`config.mk`:
```
export PLATFORM = sky130hd
export DESIGN_NAME = cstat_top
export DESIGN_NICKNAME = d
export VERILOG_FILES = /design/src/verilog/cstat_pkg.sv /design/src/verilog/cstat_top.sv
export SDC_FILE = /design/constraint.sdc
export NUM_CORES = 1
export LEC_CHECK = 0
export ABC_AREA = 1
export BUFFER_PORTS_ARGS = -buffer_cell sky130_fd_sc_hd__buf_2
export CAP_MARGIN = 25
export CORE_ASPECT_RATIO = 0.6
export CORE_MARGIN = 2
export CORE_UTILIZATION = 35
export CTS_CLUSTER_DIAMETER = 200
export DETAILED_ROUTE_END_ITERATION = 6
export PLACE_DENSITY_LB_ADDON = 0.12
export SYNTH_ARGS = -nofsm -noshare
export SYNTH_HDL_FRONTEND = slang
export SYNTH_SLANG_ARGS = --single-unit
```
`constraint.sdc`:
```
create_clock -name clk -period 5.3 [get_ports clk]
set_input_delay 0.53 -clock clk [delete_from_list [all_inputs] [get_ports clk]]
set_output_delay 0.53 -clock clk [all_outputs]
set_load 0.05 [all_outputs]
```
`src/verilog/cstat_pkg.sv`:
```
`default_nettype none
package cstat_pkg;
    // register numbers
    localparam logic [15:0] UNIT_STATUS_REG = 16'h007f;
    localparam logic [15:0] SLAVE_STATUS_BASE = 16'h0100;
    // unit status word bit positions
    localparam int BIT_CFG_ERR = 0;
    localparam int BIT_NO_COMM = 1;
    localparam int BIT_NVM_BLANK = 2;
    localparam int BIT_NVM_FAIL = 3;
    localparam int BIT_SLV_MALF = 4;
    localparam int BIT_BURST_FAIL = 5;
    localparam int BIT_SW_WDOG = 6;
    localparam int BIT_HW_WDOG = 7;
    localparam int BIT_AO_FIXED = 8;
    localparam int BIT_SW_FAIL = 10;
    localparam int BIT_OFFLINE = 11;
    localparam int BIT_PART_COMM = 12;
    localparam int BIT_CSUM_ERR = 15;
    // slave status byte layout
    localparam int BIT_COMM_ERR = 7;
    localparam int BIT_FLD_MALF = 7;
    localparam int BIT_AO_CUR_FIXED = 3;
    localparam logic [15:0] SLAVE_STATUS_RESET = 16'h0000;
    // blink half period: 250 ms at 100 MHz
    localparam int BLINK_MS = 250;
    localparam int CLK_MHZ = 100;
    localparam int BLINK_CYCLES = BLINK_MS * 1000 * CLK_MHZ;
    // indicator colours
    typedef enum logic [1:0] {
        CSTAT_LED_OFF = 2'b00,
        CSTAT_LED_GREEN = 2'b01,
        CSTAT_LED_RED = 2'b10
    } cstat_led_e;
endpackage
`default_nettype wire

```
`src/verilog/cstat_top.sv`:
```
`timescale 1ns/10ps
`default_nettype none
module cstat_top
    import cstat_pkg::*;
#(
    parameter int NUM_SLAVES = 16,
    parameter int BLINK_COUNT = BLINK_CYCLES,
    parameter bit PART_FAIL_SUPPORT = 1'b1
) (
    // clock and reset
    input wire logic clk,
    input wire logic rst_n,
    input wire logic clk_en,
    // unit fault inputs
    input wire logic cfg_data_err,
    input wire logic nvm_blank,
    input wire logic nvm_fail,
    input wire logic burst_fail,
    input wire logic sw_watchdog,
    input wire logic hardware_watchdog,
    input wire logic sw_fail,
    input wire logic cfg_csum_err,
    input wire logic burst_mismatch,
    input wire logic input_present,
    // slave messages
    input wire logic msg_valid,
    input wire logic [$clog2(NUM_SLAVES)-1:0] msg_slave,
    input wire logic [15:0] msg_status,
    input wire logic [NUM_SLAVES-1:0] slave_online,
    // register read port
    input wire logic rd_en,
    input wire logic [15:0] rd_addr,
    output logic [15:0] rd_data,
    output logic rd_valid,
    // indicators
    output logic [1:0] input_indicator,
    output logic [1:0] readiness_indicator
);
    // refuse sizes the decode and timebase cannot serve
    if (NUM_SLAVES < 2 || NUM_SLAVES > 256) begin : g_bad_slaves
        $error("NUM_SLAVES out of range");
    end
    if (BLINK_COUNT < 1) begin : g_bad_blink
        $error("BLINK_COUNT must be positive");
    end

    localparam int SW = $clog2(NUM_SLAVES);

    // per-slave status store
    logic [15:0] slave_status_pair [NUM_SLAVES];
    logic [NUM_SLAVES-1:0] comm_bad;
    logic [NUM_SLAVES-1:0] malf;
    logic [NUM_SLAVES-1:0] ao_fixed;

    // per-slave decode of the stored pair
    genvar g;
    generate
        for (g = 0; g < NUM_SLAVES; g++) begin : g_slv
            wire logic is_err = slave_status_pair[g][8+BIT_COMM_ERR];
            assign comm_bad[g] = is_err && (slave_status_pair[g][14:9] != 6'h00);
            // field flags ignored under a communication error
            assign malf[g] = !is_err && slave_status_pair[g][BIT_FLD_MALF];
            assign ao_fixed[g] = !is_err && slave_status_pair[g][BIT_AO_CUR_FIXED];
        end
    endgenerate

    // slave status store, one process so each word has a single driver
    always_ff @(posedge clk) begin
        for (int s = 0; s < NUM_SLAVES; s++) begin
            if (!rst_n) begin
                slave_status_pair[s] <= SLAVE_STATUS_RESET;
            end else if (clk_en && msg_valid && msg_slave == SW'(s)) begin
                slave_status_pair[s] <= msg_status;
            end
        end
    end

    // summary conditions
    wire logic any_bad = |comm_bad;
    wire logic all_bad = &comm_bad;
    wire logic partial_fail = PART_FAIL_SUPPORT && any_bad && !all_bad;
    wire logic no_comm = all_bad;
    wire logic offline = ~&slave_online;
    wire logic internal_fault = cfg_data_err | nvm_fail | sw_watchdog | hardware_watchdog | sw_fail | cfg_csum_err;

    // unit status word assembly; bits 9, 13, 14 held zero
    logic [15:0] next_unit_status;
    always_comb begin
        next_unit_status = 16'h0000;
        next_unit_status[BIT_CFG_ERR] = cfg_data_err;
        next_unit_status[BIT_NO_COMM] = no_comm;
        next_unit_status[BIT_NVM_BLANK] = nvm_blank;
        next_unit_status[BIT_NVM_FAIL] = nvm_fail;
        next_unit_status[BIT_SLV_MALF] = |malf;
        next_unit_status[BIT_BURST_FAIL] = burst_fail;
        next_unit_status[BIT_SW_WDOG] = sw_watchdog;
        next_unit_status[BIT_HW_WDOG] = hardware_watchdog;
        next_unit_status[BIT_AO_FIXED] = |ao_fixed;
        next_unit_status[BIT_SW_FAIL] = sw_fail;
        next_unit_status[BIT_OFFLINE] = offline;
        next_unit_status[BIT_PART_COMM] = partial_fail;
        next_unit_status[BIT_CSUM_ERR] = cfg_csum_err;
    end

    logic [15:0] unit_status_word;
    always_ff @(posedge clk) begin
        if (!rst_n) unit_status_word <= 16'h0000;
        else if (clk_en) unit_status_word <= next_unit_status;
    end

    // read decode
    wire logic hit_unit = rd_addr == UNIT_STATUS_REG;
    wire logic hit_slave = rd_addr >= SLAVE_STATUS_BASE && rd_addr < SLAVE_STATUS_BASE + 16'(NUM_SLAVES);
    wire logic [15:0] slave_off = rd_addr - SLAVE_STATUS_BASE;
    wire logic [15:0] next_rd_data = hit_unit ? unit_status_word :
        hit_slave ? slave_status_pair[slave_off[SW-1:0]] : 16'h0000;

    // read answer one cycle after the request
    always_ff @(posedge clk) begin
        if (!rst_n) begin
            rd_data <= 16'h0000;
            rd_valid <= 1'b0;
        end else if (clk_en) begin
            rd_valid <= rd_en;
            if (rd_en) rd_data <= next_rd_data;
        end
    end

    // blink timebase
    logic [31:0] blink_cnt;
    logic blink_phase;
    always_ff @(posedge clk) begin
        if (!rst_n) begin
            blink_cnt <= 32'h0000_0000;
            blink_phase <= 1'b0;
        end else if (clk_en) begin
            if (blink_cnt >= 32'(BLINK_COUNT - 1)) begin
                blink_cnt <= 32'h0000_0000;
                blink_phase <= !blink_phase;
            end else begin
                blink_cnt <= blink_cnt + 32'h0000_0001;
            end
        end
    end

    // indicator selection
    // burst mismatch blinks on every revision, partial failure only when supported
    wire logic blink_req = partial_fail || burst_mismatch;
    wire logic [1:0] next_input_ind = !input_present ? CSTAT_LED_RED :
        blink_req ? (blink_phase ? CSTAT_LED_RED : CSTAT_LED_GREEN) : CSTAT_LED_GREEN;
    wire logic [1:0] next_ready_ind = internal_fault ? CSTAT_LED_RED : CSTAT_LED_GREEN;

    always_ff @(posedge clk) begin
        if (!rst_n) begin
            input_indicator <= CSTAT_LED_OFF;
            readiness_indicator <= CSTAT_LED_OFF;
        end else if (clk_en) begin
            input_indicator <= next_input_ind;
            readiness_indicator <= next_ready_ind;
        end
    end

    // checks
    unit_reserved_a: assert property (@(posedge clk) disable iff (!rst_n)
        (unit_status_word[9] | unit_status_word[13] | unit_status_word[14]) == 1'b0)
        else $error("reserved status bits set");
    unit_read_a: assert property (@(posedge clk) disable iff (!rst_n)
        clk_en && rd_en && hit_unit |=> rd_valid && rd_data == $past(unit_status_word))
        else $error("unit status read wrong");
    slave_refresh_a: assert property (@(posedge clk) disable iff (!rst_n)
        clk_en && msg_valid |=> slave_status_pair[$past(msg_slave)] == $past(msg_status))
        else $error("slave status not refreshed");
    partial_bit_a: assert property (@(posedge clk) disable iff (!rst_n)
        clk_en && partial_fail |=> unit_status_word[BIT_PART_COMM])
        else $error("partial failure not flagged");
    err_masks_a: assert property (@(posedge clk) disable iff (!rst_n)
        clk_en && (&comm_bad) |=> !unit_status_word[BIT_SLV_MALF] && !unit_status_word[BIT_AO_FIXED])
        else $error("field flags used under comm error");
    input_red_a: assert property (@(posedge clk) disable iff (!rst_n)
        clk_en && !input_present |=> input_indicator == CSTAT_LED_RED)
        else $error("input indicator not red");
    readiness_indicator_a: assert property (@(posedge clk) disable iff (!rst_n)
        clk_en && internal_fault |=> readiness_indicator == CSTAT_LED_RED)
        else $error("readiness not red on fault");
    hw_wdog_a: assert property (@(posedge clk) disable iff (!rst_n)
        clk_en && hardware_watchdog |=> unit_status_word[BIT_HW_WDOG])
        else $error("watchdog bit missing");
    rd_pulse_a: assert property (@(posedge clk) disable iff (!rst_n)
        clk_en && !rd_en |=> !rd_valid)
        else $error("read valid without request");
    no_comm_a: assert property (@(posedge clk) disable iff (!rst_n)
        clk_en && (&comm_bad) |=> unit_status_word[BIT_NO_COMM])
        else $error("no communication bit missing");
    offline_bit_a: assert property (@(posedge clk) disable iff (!rst_n)
        clk_en && !(&slave_online) |=> unit_status_word[BIT_OFFLINE])
        else $error("offline bit missing");
    comm_flags_a: assert property (@(posedge clk) disable iff (!rst_n)
        clk_en && msg_valid && msg_status[15] && (msg_status[14:9] != 6'h00) |=> comm_bad[$past(msg_slave)])
        else $error("comm error flags not decoded");
    resp_code_a: assert property (@(posedge clk) disable iff (!rst_n)
        clk_en && msg_valid && !msg_status[15] |=> !comm_bad[$past(msg_slave)])
        else $error("response code taken as comm error");
    input_green_a: assert property (@(posedge clk) disable iff (!rst_n)
        clk_en && input_present && !blink_req |=> input_indicator == CSTAT_LED_GREEN)
        else $error("input indicator not green");
    blink_led_a: assert property (@(posedge clk) disable iff (!rst_n)
        clk_en && input_present && blink_req |=>
        input_indicator == ($past(blink_phase) ? CSTAT_LED_RED : CSTAT_LED_GREEN))
        else $error("input indicator not blinking");
    ready_green_a: assert property (@(posedge clk) disable iff (!rst_n)
        clk_en && !internal_fault |=> readiness_indicator == CSTAT_LED_GREEN)
        else $error("readiness not green when ready");
endmodule // cstat_top
`default_nettype wire

```
== Word-level counts from Yosys, hierarchy flattened ==
Memory sizes are Yosys's and may differ from the RTL's.
Cells that the tools add are included.

* Add/subtract/negate cells: 2
* Magnitude comparators: 3
* Equal/unequal tests: 16
* Mux-type cells: 72
* Bitwise gates (word level): 21
* Reduce and logical (&&, ||, !) cells: 111

{| class="wikitable"
|+ Operators by type and width
! cell !! number
|-
| $mux W16 || 18
|-
| $reduce_bool A6 Y1 || 16
|-
| $logic_and A1 B1 Y1 || 67
|-
| $mux W1 || 49
|-
| $reduce_or A16 Y1 || 3
|-
| $add A32 B1 Y32 const B || 1
|-
| $eq A4 B4 Y1 const B || 8
|-
| $ge A32 B25 Y1 const B || 1
|-
| $mux W32 || 1
|-
| $reduce_and A16 Y1 || 2
|-
| $or A1 B1 Y1 || 21
|-
| $logic_not A1 Y1 || 19
|-
| $eq A16 B7 Y1 const B || 1
|-
| $eq A4 B3 Y1 const B || 4
|-
| $ge A16 B9 Y1 const B || 1
|-
| $lt A16 B9 Y1 const B || 1
|-
| $eq A4 B2 Y1 const B || 2
|-
| $mux W2 || 4
|-
| $eq A4 B1 Y1 const B || 1
|-
| $logic_not A4 Y1 || 1
|-
| $reduce_and A2 Y1 || 2
|-
| $sub A4 B1 Y4 const B || 1
|-
| $logic_or A1 B1 Y1 || 1
|}

* Register bits: 67
* Memory bits (writable): 256
* Bits of input ports: 67
* Output and inout bits: 21
* Memories kept: 1

{| class="wikitable"
|+ Memories
! memory !! words !! bits a word !! rd ports !! clocked after Yosys merged registers in !! wr ports !! RTL line !! text
|-
| slave_status_pair || 16 || 16 || 17 || 0 || 16 || cstat_top.sv:50 || <nowiki>logic [15:0] slave_status_pair [NUM_SLAVES];</nowiki>
|}

== Longest topological paths before layout ==
Gate-level depths: netlist of run 1.
An unclocked memory read counts as a cell.

* Depth after elaboration: 9
* Depth in mapped cells: 14

== Worst setup path before layout of run 1 ==
No wires, ideal clock.

* Path kind: input to register
* Start point: input rst_n
* End point: memory slave_status_pair[0][0] (enable)
* Library setup time: 0.363 ns
* Data arrival time: 1.451 ns
* Data required time: 4.937 ns
* Setup slack: 3.486 ns
* Cell stages on the path: 3
* Buffers on the path: 2
* Cells stage by stage: buf_1 > buf_1 > nand2_1

{| class="wikitable"
|+ RTL lines
! item !! RTL line !! text
|-
| start: declaration || cstat_top.sv:12 || <nowiki>input wire logic rst_n,</nowiki>
|-
| end: declaration || cstat_top.sv:50 ||
|}

== Worst setup path after layout of run 1 ==
* Start point: input rd_addr[0]
* End point: register rd_data[7]

* Cells in the longest elaborated chain, start to end: 4
* Elaborated cells on any way between the ends: 8
* Those cells by class: add/sub: 1; order compare: 2; eq/ne: 1; mux: 2; reduce/logical: 1; memory: 1

{| class="wikitable"
|+ RTL lines
! item !! RTL line !! text
|-
| start: declaration || cstat_top.sv:32 || <nowiki>input wire logic [15:0] rd_addr,</nowiki>
|-
| $sub A4 B1 Y4 (tied with other cells) || cstat_top.sv:114 || <nowiki>wire logic [15:0] slave_off = rd_addr - SLAVE_STATUS_BASE;</nowiki>
|-
| $mem_v2 Z16 W16 / $logic_and A1 B1 Y1 (equally long branches) || - ||
|-
| $mux W16 || cstat_top.sv:116 || <nowiki>hit_slave ? slave_status_pair[slave_off[SW-1:0]] : 16'h0000;</nowiki>
|-
| $mux W16 * || cstat_top.sv:115 || <nowiki>wire logic [15:0] next_rd_data = hit_unit ? unit_status_word :</nowiki>
|-
| end signal: assignment || cstat_top.sv:125 || <nowiki>if (rd_en) rd_data <= next_rd_data;</nowiki>
|-
| end: declaration || cstat_top.sv:33 || <nowiki>output logic [15:0] rd_data,</nowiki>
|}

Every way passes the cells marked *; elsewhere a longest branch is shown, timed or not.
A chain may end at the register's enable or synchronous reset.

==> results of run 1 <==
==> power breakdown <==
| group | internal, uW | switching, uW |
|---|---|---|
| Combinational | 123 | 363 |
| Clock | 1300 | 1010 |
| Sequential | 2860 | 65.2 |
==> critical path, stage by stage <==
cell	delay (ns)
buf_4	0.53
clkinv_2	0.76
buf_4	0.50
o21ai_0	0.20
a21oi_1	0.06
o311ai_0	0.34
nand4_1	0.13
a21oi_1	0.16
==> logic make-up (layout without fill, tap and decap cells) <==
kind of cell	Yosys count	count (layout)	synth area share (%)
AO/OA/AOI/OAI	255	255	10.2
XOR/XNOR	7	7	0.412
adder cells (fa/ha/maj)	1	1	0.0841
buffers and inverters	183	252	4.75
flip-flops	323	323	60.7
AND/OR/NAND/NOR	870	870	23.8
==> path summary, 6_finish.rpt <==
kind	startpoint	end	slack [ns]	depth (start not counted)
max reg2reg	blink_cnt[0]	blink_cnt[24]	3.01	10
min reg2reg	blink_cnt[26]	blink_cnt[26]	0.44	2
max	rd_addr[0]	rd_data[7]	2.53	8
min	nvm_blank	unit_status_word[2]	0.18	3
==> synthesized netlist by cell type <==
master	number	area, um^2
nand3_2	2	20.0
xor2_1	2	17.5
buf_1	7	26.3
a32o_1	10	100
o41ai_1	1	8.76
a41oi_1	1	8.76
nand4_1	24	150
nand2_2	2	12.5
a21oi_1	110	551
o311ai_0	7	61.3
o221ai_1	3	26.3
ha_1	1	12.5
a22oi_1	19	143
o211ai_1	1	7.51
nor2_4	1	11.3
nor4_4	1	21.3
clkbuf_1	74	278
nor2_2	2	12.5
nor3_2	2	20.0
a221oi_1	4	35.0
a32oi_1	9	78.8
a31oi_1	14	87.6
o22ai_1	13	81.3
nor4_1	7	43.8
o2111ai_1	4	35.0
or2_2	4	25.0
o21ai_0	59	295
edfxtp_1	256	7690
nand3_1	69	345
nor3_1	20	100
inv_1	83	312
xnor2_1	5	43.8
buf_2	15	75.1
nor2_1	408	1530
and3_1	2	12.5
clkinv_1	1	3.75
nor3_4	1	16.3
inv_2	3	11.3
dfxtp_1	67	1340
nand2_1	325	1220
==> cell type report <==
cell class | instances | area (um^2) | area share, %
clock buffer | 40 | 830 | 4.91
timing repair buffer | 107 | 663 | 3.92
clock inverter | 18 | 198 | 1.17
inverter | 87 | 328 | 1.94
tap | 570 | 713 | 4.22
sequential | 323 | 9030 | 53.4
multi-input combinational | 1133 | 5140 | 30.4
==> metrics by stage <==
stage	area (um^2)	hold slack, ns
floorplan	14900	0.419
global placement	15700	0.426
detailed placement	15800	0.429
CTS	16800	0.175
global route	16900	0.194
finish	16900	0.182
==> layer usage <==
| layer | share of wire [%] | track usage [%] | routed length (um) | vias up |
|---|---|---|---|---|
| met5 | 0.17 | 1.32 | 83 | - |
| met4 | 2.1 | 4.92 | 1040 | 2 |
| met3 | 7.5 | 3.87 | 3730 | 55 |
| met2 | 40 | 30.9 | 19700 | 430 |
| met1 | 50 | 35.1 | 24900 | 5893 |
| li1 | - | - | - | 5680 |
==> registers in the layout (all words and copies together), names as in the netlist <==
| name | count |
|---|---|
| input_indicator | 2 |
| rd_data | 16 |
| unit_status_word | 13 |
| rd_valid | 1 |
| blink_cnt | 32 |
| blink_phase | 1 |
| slave_status_pair | 256 |
| readiness_indicator | 2 |
==> results.ini, run 1 <==
[outcome]
status=completed

[synth]
ys_seq_elements=323
yosys_warnings=0
synth_cell_type_count=40
synth_area_per_cell_um2=9.07
syn_inst=1639
synth.net_count=1707
syn_area_um2=14900
seq_area_frac_synth_pct=60.7

[timing]
setup_tns_ns=0
rsz0062_at_grt=no
min_period_ns=2.77
hold_viol=0
fmax_mhz=362
slew_headroom_pct=28.9
finalClockSkew_ns=0.0162
worstMarginPinSlew_ns=1.06
finalSetupViolCount=0
setup_slack_ns=2.53
finalCritPeriodShare_pct=52.2
drv_slew=0

[cts]
cts_tree=yes
clock_latency_ns=0.59
cts_max_path_buffers=3
cts_resized=0
cts_setup_buffers=0
cts_max_level=1
root_buffer=clkbuf_16
cts.hold.buffers_added=0
clock_sinks=323
cts_buffers=31
path_clk_slew_ns=0.06

[final_layout]
fin_util_pct=40.4
fillers=4167
num_antenna_cells=0
drive_gt1_share_pct=10.2
nets=1751
final_common_cell=nor2_1
layout_common_cells=408 x nor2_1, 325 x nand2_1, 256 x edfxtp_1
stdcell_count=2278
area_growth_pct=13.7

[min_path]
min_path_type=primary input to register

[detailed_routing]
dr.pass1.iters=6
ant_nets=0
drc_errors=0
post_drt_wl_per_cell_um=21.7
drtIter0Drc=1599
num_vias=12060
vias_per_cell=5.29
wl_mm=49.5

[grt]
overflow=0
track_usage_pct=22.2
grt_start_max_net_pins=70
antenna_found_initial=2
grt_pass1_vias=11338
grt_pass1_wl_mm=73.1

[worst_setup_path]
path_max_fanout=69
arrival_ns=3.28
path_class=primary input to register
end_kind=register
startpoint_type=primary input
crit_required_ns=5.81

[placement]
place.gp.congestion=0.879
dpl.hpwl_mm=33.7
dp_cells=2216
dpl_worst_slack_ns=1.99
port_buffers=87

[run]
drv_cap=0

[power_and_ir_drop]
power.density_nw_per_um2=338
power_uw=5720
power.leakage_uw=0.00647
ir_worst_vdd_v=0.000304

[floorplan]
fp.coreArea_um2=41900
dieArea_um2=44200
io_pins=88
core.rowCount=58
start_util_pct=35.5
die_y_um=164
die_x_um=270

No activity file was read; power rests on OpenSTA's default activity.
==> run 2: changes to the inputs <==
==> constraint.sdc (replaced) <==
create_clock -name clk -period 2.5 [get_ports clk]
set_input_delay 0.25 -clock clk [delete_from_list [all_inputs] [get_ports clk]]
set_output_delay 0.25 -clock clk [all_outputs]
set_load 0.05 [all_outputs]
==> run 2 against run 1 <==
Compared with the run above:
- clock power rose by 110%
- sequential share of layout area fell by 1.3 points
- register-to-register slack lost 2.7 ns
- die area is the same
- first-iteration DRC count shrank 25%
- global-route usage is essentially flat
- cell count is 2.2% higher
- combinational power increased by 120%
- sequential cell count unchanged
- non-clock buffer count increased by 48
- setup slack got worse by 2.2 ns
- largest cell class unchanged
- largest power group unchanged
==> results.ini, run 2 (synthesized netlist as in run 1, its figures left out) <==
[outcome]
status=completed

[worst_setup_path]
startpoint_type=register
arrival_ns=2.56  ; -0.72 ns
path_buf_inv=0  ; -3
crit_slowest_cell=dfxtp_1
crit_top_cell=nand2_1
end_kind=register
crit_required_ns=2.92  ; -2.89 ns
path_max_fanout=24  ; -65%
crit_cells=10  ; +2
path_class=register to register
critical-path-max-stage-delay_ns=0.37  ; -0.39 ns
r2r_cells=10  ; unchanged
crit_family=simple AND/OR/NAND/NOR gates
crit_chain=ha_1 -> nand2_1 -> nor2_1 -> nor3_1 -> o21ai_0 -> nand4_1 -> nand2_1 -> nand2_1 -> nand2_2 -> nor2_1

[timing]
finalCritPeriodShare_pct=85.7
fmax_mhz=467
setup_slack_ns=0.358  ; -2.18 ns
setup_tns_ns=0  ; unchanged
rsz0062_at_grt=no
worstMarginPinSlew_ns=0.936  ; -0.127 ns
finalSetupViolCount=0  ; unchanged
drv_slew=0  ; unchanged
min_period_ns=2.14
finalClockSkew_ns=0.0193  ; +0.00315 ns
hold_viol=0  ; unchanged
slew_headroom_pct=37.5  ; +8.6 points

[floorplan]
dieArea_um2=44200  ; unchanged
core.rowCount=58  ; unchanged
start_util_pct=35.5  ; unchanged
die_x_um=270  ; unchanged
fp.coreArea_um2=41900  ; unchanged
io_pins=88  ; unchanged
die_y_um=164  ; unchanged

[cts]
clock_latency_ns=0.55  ; -0.04 ns
clock_sinks=323  ; unchanged
cts_max_level=2  ; +1
cts_tree=yes
cts_max_path_buffers=3  ; unchanged
root_buffer=clkbuf_16
path_clk_slew_ns=0.07  ; about the same
cts_buffers=34  ; +9.7%

[final_layout]
largest_register_ffs=256  ; unchanged
top_regs=slave_status_pair: 256 flops, blink_cnt: 32 flops, rd_data: 16 flops
fin_util_pct=41.4  ; +0.99 points
nets=1802  ; +2.9%
stdcell_count=2329  ; +2.2%
final_common_cell=nor2_1
drive_gt1_share_pct=12.1  ; +1.8 points
top_register=slave_status_pair
final_area_um2=17300  ; +2.5%
num_antenna_cells=0  ; unchanged
area_growth_pct=16.5
layout_common_cells=408 x nor2_1, 325 x nand2_1, 256 x edfxtp_1

[grt]
antenna_found_initial=0  ; -2
grt_pass1_vias=11117  ; -1.9%
track_usage_pct=22.2  ; about the same
overflow=0  ; unchanged
grt_pass1_wl_mm=72.7  ; -0.44%
grt_start_max_net_pins=63  ; -10%

[run]
drv_cap=0  ; unchanged

[detailed_routing]
ant_nets=0  ; unchanged
dr.pass1.iters=7  ; +1
post_drt_wl_per_cell_um=21.3  ; -2.1%
drtIter0Drc=1195  ; -25%
wl_mm=49.5  ; about the same
drc_errors=0  ; unchanged
num_vias=12198  ; +1.1%
vias_per_cell=5.24  ; -1.1%

[placement]
place.gp.congestion=0.892  ; +1.5%
port_buffers=87  ; unchanged
post_dp_cell_area_um2=16200  ; +2.3%
dpl_worst_slack_ns=0.388  ; -1.61 ns
dp_cells=2260  ; +2.0%
dpl.hpwl_mm=33.6  ; -0.24%

[min_path]
min_path_type=primary input to register
worstHoldPathCells=3  ; unchanged

[power_and_ir_drop]
power.density_nw_per_um2=705  ; +110%
ir_worst_vdd_v=0.000423  ; +39%
power.leakage_uw=0.00671  ; +3.7%

==> run 2: cell types whose count changed in the layout (fill, tap and decap cells not counted), sizes merged <==
cell,delta
clkbuf,+8
inv,-1
buf,+40
clkinvlp,-3
dlygate4sd3,+8
bufinv,-4
clkinv,+3
==> run 2: per-layer routing <==
metal / routed length, um / track usage, % / up-vias
li1: - / - / 5768
met1: 24900 / 35.0 / 5954
met2: 20100 / 31.1 / 432
met3: 4010 / 4.65 / 44
met4: 462 / 3.51 / 0
met5: 0 / 0 / -
==> run 2: layout make-up <==
class	instances	area [um^2]
sequential	323	9030
clock inverter	13	91.3
timing repair buffer	155	1060
tap	570	713
multi-input combinational	1133	5130
inverter	87	328
fill	4122	24600
clock buffer	48	965
==> run 2: through the flow <==
stage	power, uW	hold WS, ns
CTS	12300	0.0171
detailed placement	7370	0.430
global placement	7370	0.427
floorplan	6880	0.385
global route	12600	0.0674
finish	12200	0.0248
==> run 2: worst paths after layout <==
path                           from             endpoint  slack (ns)
setup / recovery       blink_cnt[0]        blink_cnt[24]        0.36
hold / removal    hardware_watchdog  unit_status_word[7]        0.02
setup reg to reg       blink_cnt[0]        blink_cnt[24]        0.36
hold reg to reg       blink_cnt[27]        blink_cnt[27]        0.44
==> run 2: worst reg2reg max path: stages, from the launching register on <==
cell and delay (ns):
dfxtp_1 0.37, ha_1 0.19, nand2_1 0.12, nor2_1 0.14, nor3_1 0.06, o21ai_0 0.26
nand4_1 0.19, nand2_1 0.16, nand2_1 0.08, nand2_2 0.36, nor2_1 0.10
==> run 2: power by group <==
part | switching (uW) | internal (uW)
registers | 140 | 6060
clock network | 2220 | 2720
logic | 777 | 309
==> run 2: timing repair <==
action                                 CTS  global route
endpoints found under the hold margin    8             0
hold buffers                             8             0
resized for setup                        0             0
buffers inserted                         0             0
==> run 3: changes to the inputs <==
--- a/config.mk
+++ b/config.mk
@@ -9,8 +9,8 @@
 export BUFFER_PORTS_ARGS = -buffer_cell sky130_fd_sc_hd__buf_2
 export CAP_MARGIN = 25
 export CORE_ASPECT_RATIO = 0.6
-export CORE_MARGIN = 2
-export CORE_UTILIZATION = 35
+export CORE_MARGIN = 5
+export CORE_UTILIZATION = 30
 export CTS_CLUSTER_DIAMETER = 200
 export DETAILED_ROUTE_END_ITERATION = 6
 export PLACE_DENSITY_LB_ADDON = 0.12
==> run 3 against run 2 <==
Compared with the run above:
- sequential cell count unchanged
- clock-buffer cell count decreased by 1
- sequential power about the same
- final area increased by 0.59%
- critical path type unchanged
- largest cell class unchanged
==> results.ini, run 3 (synthesized netlist as in run 1, its figures left out) <==
[worst_setup_path]
r2r_cells=10  ; unchanged
crit_family=simple AND/OR/NAND/NOR gates
arrival_ns=2.61  ; +0.05 ns
crit_slowest_cell=nand2_2
path_class=register to register
crit_top_cell=nand2_1
rr_startpoint=blink_cnt[0]
reg2reg_slack_ns=0.28  ; -0.08 ns
path_max_fanout=24  ; unchanged
path_buf_inv=0  ; unchanged
startpoint_type=register
worst_r2r_endpoint=blink_cnt[12]
critical-path-max-stage-delay_ns=0.39  ; +0.02 ns
crit_chain=ha_1 -> nand2_1 -> nor2_1 -> nor3_1 -> o21ai_0 -> nand4_1 -> nand2_1 -> nand2_1 -> nand2_2 -> nor3_1
end_kind=register
crit_required_ns=2.89  ; -0.03 ns

[grt]
grt_pass1_vias=11614  ; +4.5%
grt_pass1_wl_mm=76.5  ; +5.1%
track_usage_pct=18.6  ; -3.6 points
grt_start_max_net_pins=59  ; -6.3%
antenna_found_initial=0  ; unchanged
overflow=0  ; unchanged

[cts]
cts_resized=0  ; unchanged
cts_max_path_buffers=3  ; unchanged
cts_max_level=2  ; unchanged
clock_sinks=323  ; unchanged
root_buffer=clkbuf_16
path_clk_slew_ns=0.07  ; about the same
cts_tree=yes
cts_buffers=35  ; +2.9%
clock_latency_ns=0.53  ; -0.02 ns

[floorplan]
io_pins=88  ; unchanged
start_util_pct=30.2  ; -5.3 points
fp.coreArea_um2=49200  ; +17%
die_y_um=182  ; +11%
die_x_um=297  ; +10%
dieArea_um2=54300  ; +23%
core.rowCount=63  ; +8.6%

[timing]
finalCritPeriodShare_pct=88.8  ; +3.1 points
slew_headroom_pct=38.2  ; +0.67 points
setup_tns_ns=0  ; unchanged
finalSetupViolCount=0  ; unchanged
hold_viol=0  ; unchanged
rsz0062_at_grt=no
worstMarginPinSlew_ns=0.926  ; -0.0101 ns
finalClockSkew_ns=0.0140  ; -0.00535 ns
min_period_ns=2.22  ; +0.0772 ns
drv_slew=0  ; unchanged
fmax_mhz=451  ; -3.5%

[detailed_routing]
post_drt_wl_per_cell_um=21.3  ; about the same
dr.pass1.iters=5  ; -2
wl_mm=51.3  ; +3.6%
drc_errors=0  ; unchanged
num_vias=12235  ; +0.30%
vias_per_cell=5.07  ; -3.2%
drtIter0Drc=1372  ; +15%
ant_nets=0  ; unchanged

[power_and_ir_drop]
ir_worst_vdd_v=0.000347  ; -18%
power.leakage_uw=0.00672  ; +0.14%
power.density_nw_per_um2=705  ; about the same

[min_path]
worstHoldPathCells=4  ; +1
hp-start=hardware_watchdog
whs_endpoint=readiness_indicator[0]
min_path_type=primary input to register

[run]
drv_cap=0  ; unchanged

[final_layout]
drive_gt1_share_pct=12.3  ; +0.26 points
area_growth_pct=17.1
largest_register_ffs=256  ; unchanged
final_common_cell=nor2_1
top_register=slave_status_pair
layout_common_cells=408 x nor2_1, 325 x nand2_1, 256 x edfxtp_1
nets=1808  ; +0.33%
final_area_um2=17400  ; +0.59%
num_antenna_cells=0  ; unchanged
top_regs=slave_status_pair: 256 flops, blink_cnt: 32 flops, rd_data: 16 flops

[placement]
dpl.hpwl_mm=35.2  ; +4.7%
place.gp.congestion=0.841  ; -5.7%
port_buffers=87  ; unchanged
post_dp_cell_area_um2=16300  ; +0.62%

[outcome]
status=completed

-- run 3: repair_timing --
action | 4_1_cts | 5_1_grt
buffers inserted | 0 | 0
endpoints found under the setup margin | 0 | 0
hold endpoints to repair | 9 | 0
hold buffers | 8 | 0
-- run 3: metrics by stage --
step | hold slack (ns) | power (uW) | cells | setup slack, ns | util (%)
2_1_floorplan | 0.385 | 6880 | 1639 | 0.817 | -
3_3_place_gp | 0.427 | 7390 | 2345 | 0.324 | 33.1
3_5_place_dp | 0.432 | 7390 | 2345 | 0.285 | 33.1
4_1_cts | 0.0166 | 12400 | 2413 | 0.269 | 35.4
5_1_grt | 0.0298 | 12800 | 2413 | 0.00855 | 35.4
6_report | 0.0339 | 12300 | 2413 | 0.281 | 35.4
-- run 3: per-layer routing --
layer | routed length (um) | part of all wire [%] | up-vias | global-route usage, %
li1 | - | - | 5794 | -
met1 | 26600 | 52 | 6021 | 30.0
met2 | 20700 | 40 | 373 | 26.0
met3 | 3430 | 6.7 | 47 | 3.31
met4 | 665 | 1.3 | 0 | 3.13
met5 | 0 | 0 | - | 0
-- run 3: where the power goes --
group / leakage, uW / internal (uW) / switching (uW)
clock network: 0.000515 / 2830 / 2170
logic: 0.00322 / 307 / 786
registers: 0.00299 / 6060 / 137
total: 0.00672 / 9190 / 3090
-- run 3: worst max path at each step --
stage | start | endpoint | slack [ns] | cells after the start
after global placement | blink_cnt[0] | blink_cnt[12] | 0.32 | 10
after global routing | blink_cnt[0] | blink_cnt[9] | 0.009 | 10
after CTS | blink_cnt[0] | blink_cnt[24] | 0.27 | 10
final | blink_cnt[0] | blink_cnt[12] | 0.28 | 10
after floorplan | blink_cnt[0] | blink_cnt[22] | 0.82 | 11
after detailed placement | blink_cnt[0] | blink_cnt[15] | 0.28 | 10
-- run 3: final cells by class --
class / count / area [um^2]
multi-input combinational: 1133 / 5130
inverter: 87 / 328
fill: 5060 / 31800
clock inverter: 13 / 83.8
clock buffer: 47 / 973
sequential: 323 / 9030
timing repair buffer: 160 / 1060
tap: 650 / 813
-- run 3: worst reg2reg max path, delay by kind of cell, from the launching register on --
kind	cells	cell delay (ns)
DFF	1	0.37
adders and majority gates	1	0.19
and+or+nand+nor	8	1.29
AOI/OAI and AO/OA	1	0.25
